## src/core/bbr_pkg.sv

```systemverilog
// bbr_pkg: register map, field layout, reset values and codes for the
// buck3 voltage and boost converter register bank.
// assumes a single 10 MHz clock domain and an AXI4-Lite register master.
`default_nettype none
package bbr_pkg;
   // printed offsets are register indices; byte address is four times this
   localparam logic [15:0] IDX_BUCK3_ON     = 16'h4062;
   localparam logic [15:0] IDX_BUCK3_SLEEP  = 16'h4063;
   localparam logic [15:0] IDX_BOOST_CTRL   = 16'h4064;
   localparam logic [15:0] IDX_BOOST_SLEEP  = 16'h4065;
   localparam logic [15:0] IDX_KEY          = 16'h4070;
   localparam logic [15:0] IDX_INT_STATUS   = 16'h4071;
   localparam logic [15:0] IDX_INT_MASK     = 16'h4072;
   localparam logic [15:0] IDX_STATUS       = 16'h4073;
   localparam int          ADDR_W           = 18;

   localparam logic [15:0] USER_KEY         = 16'h9716;
   localparam logic [6:0]  VCODE_MAX        = 7'h65;
   localparam int unsigned V_BASE_MV        = 850;
   localparam int unsigned V_STEP_MV        = 25;

   localparam logic [15:0] BUCK3_ON_MASK    = 16'h007F;
   localparam logic [15:0] BUCK3_SLEEP_MASK = 16'h007F;
   localparam logic [15:0] BOOST_CTRL_MASK  = 16'hD90D;
   localparam logic [15:0] BOOST_SLEEP_MASK = 16'h0100;
   localparam logic [15:0] BOOST_CTRL_RST   = 16'h0104;
   localparam logic [15:0] ZERO16           = 16'h0000;
   localparam int          ERR_LSB          = 14;
   localparam int          SRC_LSB          = 11;
   localparam int          MODE_BIT         = 8;
   localparam int          RANGE_LSB        = 2;
   localparam int          FB_BIT           = 0;
   localparam int          SLPEN_BIT        = 8;
   localparam logic [15:0] RANGE_FIELD      = 16'h000C;

   typedef enum logic [1:0] {
      ERR_IGNORE   = 2'b00,
      ERR_SHUTDOWN = 2'b01,
      ERR_RESET    = 2'b10,
      ERR_RSVD     = 2'b11
   } bbr_err_e;

   typedef enum logic [1:0] {
      SRC_NONE = 2'b00,
      SRC_HW1  = 2'b01,
      SRC_HW2  = 2'b10,
      SRC_ANY  = 2'b11
   } bbr_src_e;

   typedef enum logic [1:0] {
      AX_IDLE = 2'b00,
      AX_RESP = 2'b01
   } bbr_ax_e;

   typedef struct packed {
      bbr_err_e   error_action;
      bbr_src_e   hw_control_source;
      logic       hw_control_mode;
      logic [1:0] output_range;
      logic       feedback_source;
   } bbr_boost_cfg_s;
endpackage : bbr_pkg
`default_nettype wire

```

## src/core/bbr_regs.sv

```systemverilog
// bbr_regs: AXI4-Lite register bank for buck3 voltage codes and boost control.
// assumes asynchronous pin inputs are external and pass a two-stage sync here;
// nonvolatile start-up code for buck3 arrives on a strap input.
// How it works
// (RULE1) buck3 on code: 0.85V plus 25mV per step
// (RULE2) codes 66h..7Fh saturate at 3.4V
// (RULE3) only bits 6:2 load from startup store
// (RULE4) sleep code bits 6:0, reset zero, same map
// (RULE5) error action: ignore, boost off, device reset
// (RULE6) every undervoltage event raises an interrupt
// (RULE7) hw source: none, in1, in2, either
// (RULE8) hw mode 1 forces off on source
// (RULE9) range bits 3:2 reset to 01
// (RULE10) range writes need user key unlock first
// (RULE11) feedback bit 0: sink 1 or 2
// (RULE12) sleep enable bit 8, reset 0
// (RULE13) undefined bits read zero; fields reset defaults
//
// Local design decision: register access over AXI4-Lite.
`default_nettype none
module bbr_regs
   import bbr_pkg::*;
(
   input  wire logic              ref_clk_i,
   input  wire logic              srst_i,
   input  wire logic [ADDR_W-1:0] s_awaddr_i,
   input  wire logic              s_awvalid_i,
   output logic                   s_awready_o,
   input  wire logic [31:0]       s_wdata_i,
   input  wire logic [3:0]        s_wstrb_i,
   input  wire logic              s_wvalid_i,
   output logic                   s_wready_o,
   output logic [1:0]             s_bresp_o,
   output logic                   s_bvalid_o,
   input  wire logic              s_bready_i,
   input  wire logic [ADDR_W-1:0] s_araddr_i,
   input  wire logic              s_arvalid_i,
   output logic                   s_arready_o,
   output logic [31:0]            s_rdata_o,
   output logic [1:0]             s_rresp_o,
   output logic                   s_rvalid_o,
   input  wire logic              s_rready_i,
   input  wire logic [4:0]        nv_on_code_i,
   input  wire logic              hw_control_1_i,
   input  wire logic              hw_control_2_i,
   input  wire logic              boost_uv_i,
   input  wire logic              sleep_i,
   output logic [6:0]             buck3_on_voltage_code_o,
   output logic [11:0]            buck3_on_mv_o,
   output logic [11:0]            buck3_sleep_mv_o,
   output logic [1:0]             boost_output_range_o,
   output logic                   boost_feedback_source_o,
   output logic                   boost_on_o,
   output logic                   device_reset_o,
   output logic                   irq_o
);

   function automatic logic [11:0] code_to_mv(input logic [6:0] code);
      logic [6:0] sat;
      sat = (code > VCODE_MAX) ? 7'(VCODE_MAX + 7'h01) : code;    // [RULE2]
      return 12'(V_BASE_MV + V_STEP_MV * sat);                       // [RULE1] [RULE4]
   endfunction : code_to_mv

   ////////////////////////////////////////////////////////////////////////
   // synchronisers
   logic [1:0] hw1_s, hw2_s, uv_s, slp_s;
   logic       uv_d;
   // the strap is read once, but it may still settle late against the clock
   logic [4:0] nv_s1, nv_s2;
   always_ff @(posedge ref_clk_i) begin
      nv_s1 <= nv_on_code_i;
      nv_s2 <= nv_s1;
      hw1_s <= {hw1_s[0], hw_control_1_i};
      hw2_s <= {hw2_s[0], hw_control_2_i};
      uv_s  <= {uv_s[0], boost_uv_i};
      slp_s <= {slp_s[0], sleep_i};
      uv_d  <= uv_s[1];
   end
   wire uv_event = uv_s[1] & ~uv_d;

   ////////////////////////////////////////////////////////////////////////
   // registers
   logic [6:0]     buck3_on_voltage_code;
   logic [6:0]     buck3_sleep_voltage_code;
   bbr_boost_cfg_s boost_cfg;
   logic           boost_sleep_enable;
   logic           boost_software_enable;
   logic           key_unlocked;
   logic [1:0]     int_status;
   logic [1:0]     int_mask;
   logic           boost_uv_shutdown;
   logic           strap_done;

   ////////////////////////////////////////////////////////////////////////
   // AXI4-Lite slave; one write and one read outstanding, single-beat
   bbr_ax_e        wr_st, rd_st;
   logic           aw_held, w_held;
   logic [ADDR_W-1:0] aw_addr;
   logic [31:0]    w_data;
   logic [3:0]     w_strb;

   assign s_awready_o = (wr_st == AX_IDLE) & ~aw_held;
   assign s_wready_o  = (wr_st == AX_IDLE) & ~w_held;
   assign s_arready_o = (rd_st == AX_IDLE);
   assign s_bvalid_o  = (wr_st == AX_RESP);
   assign s_rvalid_o  = (rd_st == AX_RESP);

   wire aw_now   = s_awvalid_i & s_awready_o;
   wire w_now    = s_wvalid_i & s_wready_o;
   wire aw_have  = aw_held | aw_now;
   wire w_have   = w_held | w_now;
   wire wr_go    = (wr_st == AX_IDLE) & aw_have & w_have;
   wire [ADDR_W-1:0] wa = aw_held ? aw_addr : s_awaddr_i;
   wire [31:0]   wd     = w_held ? w_data : s_wdata_i;
   wire [3:0]    ws     = w_held ? w_strb : s_wstrb_i;
   wire [15:0]   w_idx  = 16'(wa >> 2);
   wire          w_lo   = ws[0];
   wire          w_hi   = ws[1];
   wire [15:0]   w_be   = {{8{w_hi}}, {8{w_lo}}};

   function automatic logic addr_ok(input logic [15:0] idx);
      return (idx == IDX_BUCK3_ON) | (idx == IDX_BUCK3_SLEEP) | (idx == IDX_BOOST_CTRL)
           | (idx == IDX_BOOST_SLEEP) | (idx == IDX_KEY) | (idx == IDX_INT_STATUS)
           | (idx == IDX_INT_MASK) | (idx == IDX_STATUS);
   endfunction : addr_ok

   wire w_on    = wr_go & (w_idx == IDX_BUCK3_ON);
   wire w_slp   = wr_go & (w_idx == IDX_BUCK3_SLEEP);
   wire w_ctrl  = wr_go & (w_idx == IDX_BOOST_CTRL);
   wire w_bslp  = wr_go & (w_idx == IDX_BOOST_SLEEP);
   wire w_key   = wr_go & (w_idx == IDX_KEY) & (ws[1:0] == 2'h3);
   wire w_mask  = wr_go & (w_idx == IDX_INT_MASK);
   wire w_stat  = wr_go & (w_idx == IDX_STATUS);

   // masked merge keeps undefined bits at zero
   wire [15:0] cur_on   = {9'h000, buck3_on_voltage_code};
   wire [15:0] cur_slp  = {9'h000, buck3_sleep_voltage_code};
   wire [15:0] cur_ctrl = {boost_cfg.error_action, 1'b0, boost_cfg.hw_control_source,
                           2'b00, boost_cfg.hw_control_mode, 4'h0,
                           boost_cfg.output_range, 1'b0, boost_cfg.feedback_source};
   wire [15:0] cur_bslp = {7'h00, boost_sleep_enable, 8'h00};
   // the range lane is frozen while locked [RULE10]
   wire [15:0] ctrl_wm  = BOOST_CTRL_MASK & w_be & (key_unlocked ? 16'hFFFF : ~RANGE_FIELD);
   wire [15:0] nx_on    = (cur_on & ~(BUCK3_ON_MASK & w_be)) | (wd[15:0] & BUCK3_ON_MASK & w_be);
   wire [15:0] nx_slp   = (cur_slp & ~(BUCK3_SLEEP_MASK & w_be))
                        | (wd[15:0] & BUCK3_SLEEP_MASK & w_be);               // [RULE13]
   wire [15:0] nx_ctrl  = (cur_ctrl & ~ctrl_wm) | (wd[15:0] & ctrl_wm);     // [RULE13]
   wire [15:0] nx_bslp  = (cur_bslp & ~(BOOST_SLEEP_MASK & w_be))
                        | (wd[15:0] & BOOST_SLEEP_MASK & w_be);

   always_ff @(posedge ref_clk_i) begin
      if (srst_i) begin
         wr_st   <= AX_IDLE;
         aw_held <= 1'b0;
         w_held  <= 1'b0;
         aw_addr <= '0;
         w_data  <= 32'h0000_0000;
         w_strb  <= 4'h0;
         s_bresp_o <= 2'h0;
      end else begin
         if (aw_now & ~wr_go) begin
            aw_held <= 1'b1;
            aw_addr <= s_awaddr_i;
         end
         if (w_now & ~wr_go) begin
            w_held <= 1'b1;
            w_data <= s_wdata_i;
            w_strb <= s_wstrb_i;
         end
         if (wr_go) begin
            wr_st   <= AX_RESP;
            aw_held <= 1'b0;
            w_held  <= 1'b0;
            s_bresp_o <= addr_ok(w_idx) ? 2'h0 : 2'h2;
         end else if ((wr_st == AX_RESP) & s_bready_i) begin
            wr_st <= AX_IDLE;
         end
      end
   end

   wire [15:0] r_idx  = 16'(s_araddr_i >> 2);
   wire        rd_go  = s_arvalid_i & s_arready_o;
   wire        rd_int = rd_go & (r_idx == IDX_INT_STATUS);
   wire [15:0] status_word = {12'h000, boost_uv_shutdown, boost_on_o, key_unlocked, uv_s[1]};
   wire [15:0] rd_mux =
        (r_idx == IDX_BUCK3_ON)    ? cur_on   :
        (r_idx == IDX_BUCK3_SLEEP) ? cur_slp  :
        (r_idx == IDX_BOOST_CTRL)  ? cur_ctrl :
        (r_idx == IDX_BOOST_SLEEP) ? cur_bslp :
        (r_idx == IDX_INT_STATUS)  ? {14'h0000, int_status} :
        (r_idx == IDX_INT_MASK)    ? {14'h0000, int_mask} :
        (r_idx == IDX_STATUS)      ? status_word : ZERO16;                   // [RULE13]

   always_ff @(posedge ref_clk_i) begin
      if (srst_i) begin
         rd_st     <= AX_IDLE;
         s_rdata_o <= 32'h0000_0000;
         s_rresp_o <= 2'h0;
      end else if (rd_go) begin
         rd_st     <= AX_RESP;
         s_rdata_o <= {16'h0000, rd_mux};
         s_rresp_o <= addr_ok(r_idx) ? 2'h0 : 2'h2;
      end else if ((rd_st == AX_RESP) & s_rready_i) begin
         rd_st <= AX_IDLE;
      end
   end

   ////////////////////////////////////////////////////////////////////////
   // configuration fields
   always_ff @(posedge ref_clk_i) begin
      if (srst_i) begin
         buck3_on_voltage_code    <= 7'h00;
         buck3_sleep_voltage_code <= 7'h00;                                  // [RULE4]
         boost_cfg                <= bbr_boost_cfg_s'({BOOST_CTRL_RST[15:14],
                                     BOOST_CTRL_RST[12:11], BOOST_CTRL_RST[8],
                                     BOOST_CTRL_RST[3:2], BOOST_CTRL_RST[0]}); // [RULE9] [RULE13]
         boost_sleep_enable       <= 1'b0;                                   // [RULE12]
         boost_software_enable    <= 1'b0;
         key_unlocked             <= 1'b0;
         strap_done               <= 1'b0;
      end else begin
         strap_done <= 1'b1;
         if (~strap_done) begin
            buck3_on_voltage_code <= {nv_s2, 2'b00};                         // [RULE3]
         end else if (w_on) begin
            buck3_on_voltage_code <= nx_on[6:0];
         end
         if (w_slp) buck3_sleep_voltage_code <= nx_slp[6:0];
         if (w_ctrl) begin
            boost_cfg.error_action      <= bbr_err_e'(nx_ctrl[ERR_LSB+:2]);    // [RULE5]
            boost_cfg.hw_control_source <= bbr_src_e'(nx_ctrl[SRC_LSB+:2]);    // [RULE7]
            boost_cfg.hw_control_mode   <= nx_ctrl[MODE_BIT];               // [RULE8]
            boost_cfg.output_range      <= nx_ctrl[RANGE_LSB+:2];           // [RULE10]
            boost_cfg.feedback_source   <= nx_ctrl[FB_BIT];                 // [RULE11]
         end
         if (w_bslp) boost_sleep_enable <= nx_bslp[SLPEN_BIT];
         if (w_stat & w_lo) boost_software_enable <= wd[0];
         // key unlocks one subsequent boost control write; any other key value relocks
         if (w_key) key_unlocked <= (wd[15:0] == USER_KEY);                  // [RULE10]
         else if (w_ctrl) key_unlocked <= 1'b0;
      end
   end

   ////////////////////////////////////////////////////////////////////////
   // converter control and interrupts
   wire hw_asserted = (boost_cfg.hw_control_source == SRC_HW1) ? hw1_s[1] :
                      (boost_cfg.hw_control_source == SRC_HW2) ? hw2_s[1] :
                      (boost_cfg.hw_control_source == SRC_ANY) ? (hw1_s[1] | hw2_s[1]) :
                      1'b0;                                                  // [RULE7]
   wire hw_off      = boost_cfg.hw_control_mode & hw_asserted;              // [RULE8]
   wire sleep_off   = slp_s[1] & ~boost_sleep_enable;                       // [RULE12]
   wire uv_shut_ev  = uv_event & (boost_cfg.error_action == ERR_SHUTDOWN);  // [RULE5]

   always_ff @(posedge ref_clk_i) begin
      if (srst_i) begin
         int_status        <= 2'b00;
         int_mask          <= 2'b00;
         boost_uv_shutdown <= 1'b0;
         boost_on_o        <= 1'b0;
         device_reset_o    <= 1'b0;
      end else begin
         // set wins over the clear by read; bit0 uv event, bit1 device reset
         int_status <= (rd_int ? 2'b00 : int_status)
                     | {uv_event & (boost_cfg.error_action == ERR_RESET), uv_event}; // [RULE6]
         if (w_mask & w_lo) int_mask <= wd[1:0];
         if (uv_shut_ev) boost_uv_shutdown <= 1'b1;
         else if (w_stat & w_lo & ~wd[0]) boost_uv_shutdown <= 1'b0;
         boost_on_o     <= boost_software_enable & ~hw_off & ~sleep_off
                         & ~boost_uv_shutdown & ~uv_shut_ev;
         device_reset_o <= uv_event & (boost_cfg.error_action == ERR_RESET); // [RULE5]
      end
   end

   assign irq_o = |(int_status & ~int_mask);

   always_ff @(posedge ref_clk_i) begin
      if (srst_i) begin
         buck3_on_voltage_code_o <= 7'h00;
         buck3_on_mv_o           <= 12'h000;
         buck3_sleep_mv_o        <= 12'h000;
         boost_output_range_o    <= 2'b01;
         boost_feedback_source_o <= 1'b0;
      end else begin
         buck3_on_voltage_code_o <= buck3_on_voltage_code;
         buck3_on_mv_o           <= code_to_mv(buck3_on_voltage_code);      // [RULE1] [RULE2]
         buck3_sleep_mv_o        <= code_to_mv(buck3_sleep_voltage_code);   // [RULE4]
         boost_output_range_o    <= boost_cfg.output_range;
         boost_feedback_source_o <= boost_cfg.feedback_source;
      end
   end

   ////////////////////////////////////////////////////////////////////////
   // assertions
   uv_irq_set_a: assert property (@(posedge ref_clk_i) disable iff (srst_i)  // [RULE6]
      uv_event |=> int_status[0]) else $error("uv event did not set status");
   sat_max_a: assert property (@(posedge ref_clk_i) disable iff (srst_i)     // [RULE2]
      (buck3_on_voltage_code > VCODE_MAX) |=> (buck3_on_mv_o == 12'd3400))
      else $error("code above 65h not saturated");
   lin_map_a: assert property (@(posedge ref_clk_i) disable iff (srst_i)     // [RULE4]
      (buck3_sleep_voltage_code <= VCODE_MAX) |=>
      (buck3_sleep_mv_o == 12'(850 + 25 * $past(buck3_sleep_voltage_code))))
      else $error("sleep code map wrong");
   range_lock_a: assert property (@(posedge ref_clk_i) disable iff (srst_i)  // [RULE10]
      (~key_unlocked) |=> $stable(boost_cfg.output_range))
      else $error("range changed while locked");
   hw_force_a: assert property (@(posedge ref_clk_i) disable iff (srst_i)    // [RULE8]
      (boost_cfg.hw_control_mode & hw_asserted) |=> ~boost_on_o)
      else $error("boost on while hw control asserted");
   sleep_off_a: assert property (@(posedge ref_clk_i) disable iff (srst_i)   // [RULE12]
      (slp_s[1] & ~boost_sleep_enable) |=> ~boost_on_o)
      else $error("boost on in sleep while disabled");
   err_reset_a: assert property (@(posedge ref_clk_i) disable iff (srst_i)   // [RULE5]
      (uv_event & boost_cfg.error_action == ERR_RESET) |=> device_reset_o)
      else $error("reset action missing");
   ign_quiet_a: assert property (@(posedge ref_clk_i) disable iff (srst_i)   // [RULE6]
      (uv_event & boost_cfg.error_action == ERR_IGNORE) |=> ~device_reset_o ##0 int_status[0])
      else $error("ignore action misbehaved");
   rsv_zero_a: assert property (@(posedge ref_clk_i) disable iff (srst_i)    // [RULE13]
      s_rvalid_o |-> (s_rdata_o[31:16] == 16'h0000))
      else $error("upper read bits not zero");
   nv_load_a: assert property (@(posedge ref_clk_i)                         // [RULE3]
      $fell(srst_i) |=> (buck3_on_voltage_code[1:0] == 2'b00))
      else $error("low code bits loaded from strap");
   fb_src_a: assert property (@(posedge ref_clk_i) disable iff (srst_i)      // [RULE11]
      (w_ctrl & w_lo) |=> (boost_cfg.feedback_source == $past(wd[FB_BIT])))
      else $error("feedback source write lost");
   src_any_a: assert property (@(posedge ref_clk_i) disable iff (srst_i)     // [RULE7]
      ((boost_cfg.hw_control_source == SRC_ANY) & boost_cfg.hw_control_mode
       & (hw1_s[1] | hw2_s[1])) |=> ~boost_on_o)
      else $error("either-input source did not force off");

endmodule : bbr_regs
`default_nettype wire

```

## config.mk

```make
export PLATFORM = sky130hd
export DESIGN_NAME = bbr_regs
export DESIGN_NICKNAME = d
export VERILOG_FILES = /design/src/core/bbr_pkg.sv /design/src/core/bbr_regs.sv
export SDC_FILE = /design/constraint.sdc
export NUM_CORES = 1
export LEC_CHECK = 0
export ABC_AREA = 1
export ABC_CLOCK_PERIOD_IN_PS = 5300
export BUFFER_PORTS_ARGS = -buffer_cell sky130_fd_sc_hd__buf_2
export CAP_MARGIN = 25
export CORE_AREA = 2 2 120 122
export CTS_BUF_LIST = sky130_fd_sc_hd__clkbuf_16
export CTS_CLUSTER_SIZE = 25
export DETAILED_ROUTE_END_ITERATION = 12
export DIE_AREA = 0 0 122 124
export PLACE_DENSITY = 0.75
export SLEW_MARGIN = 20
export SYNTH_ARGS = -nofsm -noshare
export SYNTH_HDL_FRONTEND = slang
export SYNTH_SLANG_ARGS = --single-unit
```

## constraint.sdc

```tcl
create_clock -name ref_clk_i -period 5.3 [get_ports ref_clk_i]
set_clock_uncertainty 0.05 [all_clocks]
set_input_delay 0.53 -clock ref_clk_i [delete_from_list [all_inputs] [get_ports ref_clk_i]]
set_output_delay 0.53 -clock ref_clk_i [all_outputs]
set_load 0.005 [all_outputs]
```

# Word-level counts from Yosys, hierarchy flattened
# Index checks and enable logic that the tools add are counted.
# Widths: inputs -> output; s select.
[totals]
register_bits = 146
inputBits = 88
output_inout_bits = 78
elab_cells = 186
[classes]
n_addsub = 2
mul = 2
n_lt_le_gt_ge = 2
eq_ne = 24
n_mux = 30
bitwise_logic = 78
n_reduce_logical = 9
[op_table]
columns = ["operator", "count"]
rows = [
  ["$eq 16x15->1 const B", 16],
  ["$mux 16", 4],
  ["$and 16x16->16", 3],
  ["$and 1x1->1", 32],
  ["$mux 7", 4],
  ["$add 10x12->12 const A", 2],
  ["$mul 5x7->12 const A", 2],
  ["$and 7x7->7", 3],
  ["$and 9x9->9", 2],
  ["$mux 18", 1],
  ["$or 1x1->1", 17],
  ["$eq 16x16->1 const B", 1],
  ["$mux 4", 4],
  ["$not 16->16", 1],
  ["$or 16x16->16", 1],
  ["$gt 7x7->1 const B", 2],
  ["$or 7x7->7", 2],
  ["$mux 1", 12],
  ["$not 1->1", 11],
  ["$mux 9", 1],
  ["$not 9->9", 1],
  ["$or 9x9->9", 1],
  ["$eq 2x2->1 const B", 4],
  ["$mux 2", 4],
  ["9 further kinds", 16],
]

# Logic depth before layout (Yosys ltp)
[depth]
word_depth = 11
ltp_mapped = 19
depth_no_buf = 19

# Worst setup path after synthesis
# Ideal clock, no wire load.
[synth_path]
path_type = "reg-to-reg"
start = "register buck3_on_voltage_code[3]"
end = "register buck3_on_mv_o[8]"
setup_ns = 0.122
arrival_ns = 2.778
required_ns = 5.128
slack_ns = 2.350
path_stages_with_launch = 19
n_path_buf = 0
synth_period_minus_slack_ns = 2.950
path_cell_list = "dfxtp_1 -> inv_1 -> o211ai_1 -> nand3_1 -> inv_1 -> nor2_1 -> inv_1 -> ha_1 -> inv_1 -> fa_1 -> inv_1 -> ha_1 -> ha_1 -> nand3_1 -> a21boi_0 -> o21ai_0 -> nand2_1 -> o21ai_0 -> a21oi_1"
[synth_between]
elab_chain_cells = 4
[synth_rtl]
columns = ["element", "line_no", "text"]
rows = [
  ["from (decl)", "bbr_regs.sv:83", "logic [6:0] buck3_on_voltage_code;"],
  ["from (signal assigned)", "bbr_regs.sv:224", "buck3_on_voltage_code <= {nv_s2, 2'b00};"],
  ["from (signal assigned)", "bbr_regs.sv:226", "buck3_on_voltage_code <= nx_on[6:0];"],
  ["$gt 7x7->1", "bbr_regs.sv:60", "sat = (code > VCODE_MAX) ? 7'(VCODE_MAX + 7'h01) : code;"],
  ["$mux 7 *", "bbr_regs.sv:60", ""],
  ["$mul 5x7->12 *", "bbr_regs.sv:61", "return 12'(V_BASE_MV + V_STEP_MV * sat);"],
  ["$add 10x12->12 *", "bbr_regs.sv:61", ""],
  ["to (signal assigned)", "bbr_regs.sv:285", "buck3_on_mv_o <= code_to_mv(buck3_on_voltage_code);"],
  ["to (decl)", "bbr_regs.sv:49", "output logic [11:0] buck3_on_mv_o,"],
]
# Every way passes the cells marked *; elsewhere a longest branch is shown, timed or not.
# A chain may end at the register's enable or synchronous reset.

# Worst setup path after layout
[layout_path]
start = "register buck3_on_voltage_code[2]"
end = "register buck3_on_mv_o[9]"
# Same word-level chain as after synthesis.

==> flow_metrics.tcl <==
set metrics [dict create \
    outcome "finished clean" \
    vdd_ir_drop_max_mv 0.2384 \
    syn_area_um2 6830 \
    ant_nets 0 \
    die_h_um 124 \
    placed_cells 1193 \
    powerDensity_nw_per_um2 334.7 \
    synth_area_leaders "dfxtp_1 40%, ha_1 8.1%, inv_1 7.5%, nand2_1 7.0%, nor2_1 6.8%" \
    ys_ff_latch 138 \
    grt_max_degree 66 \
    grt_overflow 0 \
    required_ps 5600 \
    finalCriticalPeriod_ps 3413 \
    arrival_ps 3710 \
    fmax_mhz 293.0 \
    crit_type "reg2reg" \
    initial_core_util_pct 49.79 \
    hold_class "in2reg" \
    synth_cell_type_count 39 \
    critical_path.max_fanout 5 \
    relSlewSlack_pct 42.66 \
    fin_nets 1170 \
    track_usage_pct 20.00 \
    dieArea_um2 15130 \
    cts_hold_buf 0 \
    use_met3_pct 5.128 \
    final_cells 1225 \
    rows 43 \
    viasPerCell 4.890 \
    slew_viol_final 0 \
    setup_viol 0 \
    ys_async_sr_fraction_pct 0 \
    grt_pass1_wl_um 23940 \
    yosysTopAreaCellShare_pct 40.45 \
    busiest_layer "met2" \
    globalplace.congestion 0.8586 \
    rsz0062_at_grt "no" \
    vias 5990 \
    seq_area_frac_synth_pct 40.45 \
    end_kind "flop" \
    ys.flop_type "dfxtp_1" \
    global_route.usage.met2_pct 32.47 \
    tns_ps 0 \
    ctsResizeCount 0 \
    drcViolationCount 0 \
    cts_root_buf "clkbuf_16" \
    synth_edf_count 0 \
    antenna_found_initial 0 \
    worst_pin_slew_ps 858.9 \
    synth_area_per_cell_um2 7.440 \
    num_io_pins 166 \
    ys.warnings.count 0 \
    grt_pass1_vias 5258 \
    clock_latency_ps 420 \
    syn2layout_area_growth_pct 17.86 \
    crit_path_start_kind "flop" \
    final-hold-violation-count 0 \
    cts_tree "built" \
    p_leak_uw 0.003987 \
    clockBufferDepth 2 \
    routedWlPerCell_um 12.21 \
    portBuffers 121 \
    post-route-period-util_pct 64.39 \
    numCtsBuffers 17 \
    cap_viol_max_count 0 \
    core_um2 13720 \
    drive_above_1_share_pct 17.42 \
    dr.pass1.iters 5 \
    clkSinkCount 138 \
    num_antenna_cells 0 \
    whs_ps 159.2 \
    dpl.hpwl_um 11130 \
    drt_iter0_drc 333 \
    htree_levels 4 \
    grt_use_met1_pct 25.75 \
    synthCells 918 \
    synth_top_area_cell "dfxtp_1" \
    die_width_um 122 \
    routed_wl_um 14950 \
    cts.clk_slew.worst_paths_ps 60 \
    cts_setup_buffers 0 \
]
==> Yosys cell counts, types with 6 or more instances <==
library cell,number
a21oi_1,71
buf_4,24
clkbuf_1,19
dfxtp_1,138
fa_1,6
ha_1,44
inv_1,137
nand2_1,127
nand2_2,7
nand3_1,52
nand4_1,16
nor2_1,123
nor3_1,9
o211ai_1,6
o21ai_0,77
o21ai_1,8
==> power breakdown <==
group          switching (µW)  internal (µW)  leakage [µW]
Clock                     441            731      0.000294
Sequential               42.3           1110       0.00113
Combinational             238            130       0.00256
==> metal layers <==
| layer | vias up | wire length, µm | part of all wire [%] |
|---|---|---|---|
| li1 | 3154 | - | - |
| met1 | 2655 | 7017 | 47 |
| met2 | 159 | 6869 | 46 |
| met3 | 22 | 822 | 5.5 |
| met4 | 0 | 244 | 1.6 |
| met5 | - | 0 | 0 |
==> final timing paths <==
kind	slack [ps]	from	cells past startpoint	endpoint
max	1890	buck3_on_voltage_code[2]	19	buck3_on_mv_o[9]
min	160	sleep_i	1	slp_s[0]
max reg2reg	1890	buck3_on_voltage_code[2]	19	buck3_on_mv_o[9]
min reg2reg	270	nv_s1[4]	0	nv_s2[4]
==> worst max-delay path, stage by stage, from the launching register on <==
cell      delay, ps
dfxtp_1         410
inv_1           100
o211ai_1        160
nand3_1          90
inv_1           150
nor2_1           90
inv_1            80
ha_1            180
inv_1            70
fa_1            490
inv_1            50
ha_1            310
ha_1            350
a21oi_1         140
nand2_1         120
nand2_1          80
nand2_1          50
a21oi_1         160
o21ai_0          90
a21oi_1         130
==> through the flow <==
step	area, µm²	utilization, %	total power [µW]	setup slack [ps]
floorplan	6909	-	1440	2350
global placement	7465	54.41	1533	2040
detailed placement	7465	54.41	1540	1945
CTS	8048	58.66	2710	1883
global route	8050	58.68	2824	1564
finish	8050	58.68	2694	1887
==> cells by family after synthesis <==
group / Yosys count / synth area share [%]
flip-flops: 138 / 40.45
other: 1 / 0.05490
AND/OR/NAND/NOR: 352 / 22.73
AO/OA/AOI/OAI: 185 / 14.78
adder cells (fa/ha/maj): 50 / 9.819
buffers and inverters: 192 / 12.16
==> cells in the final DEF, fill, tap and decap left out, types with 6 or more instances in the layout <==
cell type | synthesis | routed
clkbuf_16 | 0 | 17
nand2_1 | 127 | 127
ha_1 | 44 | 44
nand4_1 | 16 | 16
o21ai_0 | 77 | 77
a21oi_1 | 71 | 71
o211ai_1 | 6 | 6
nand3_1 | 52 | 52
conb_1 | 1 | 22
nand2_2 | 7 | 7
inv_1 | 137 | 139
nor2_1 | 123 | 122
dfxtp_1 | 138 | 138
nor3_1 | 9 | 9
o21ai_1 | 8 | 8
fa_1 | 6 | 6
buf_2 | 4 | 121
==> area by class of cell <==
cell class / count / area (µm²)
fill: 1249 / 5669
multi-input combinational: 609 / 3318
sequential: 138 / 2763
timing repair buffer: 124 / 628.1
inverter: 142 / 533.0
clock buffer: 17 / 425.4
tap: 180 / 225.2
clock inverter: 15 / 157.7
Note: power is estimated with default switching activity, not from simulation.
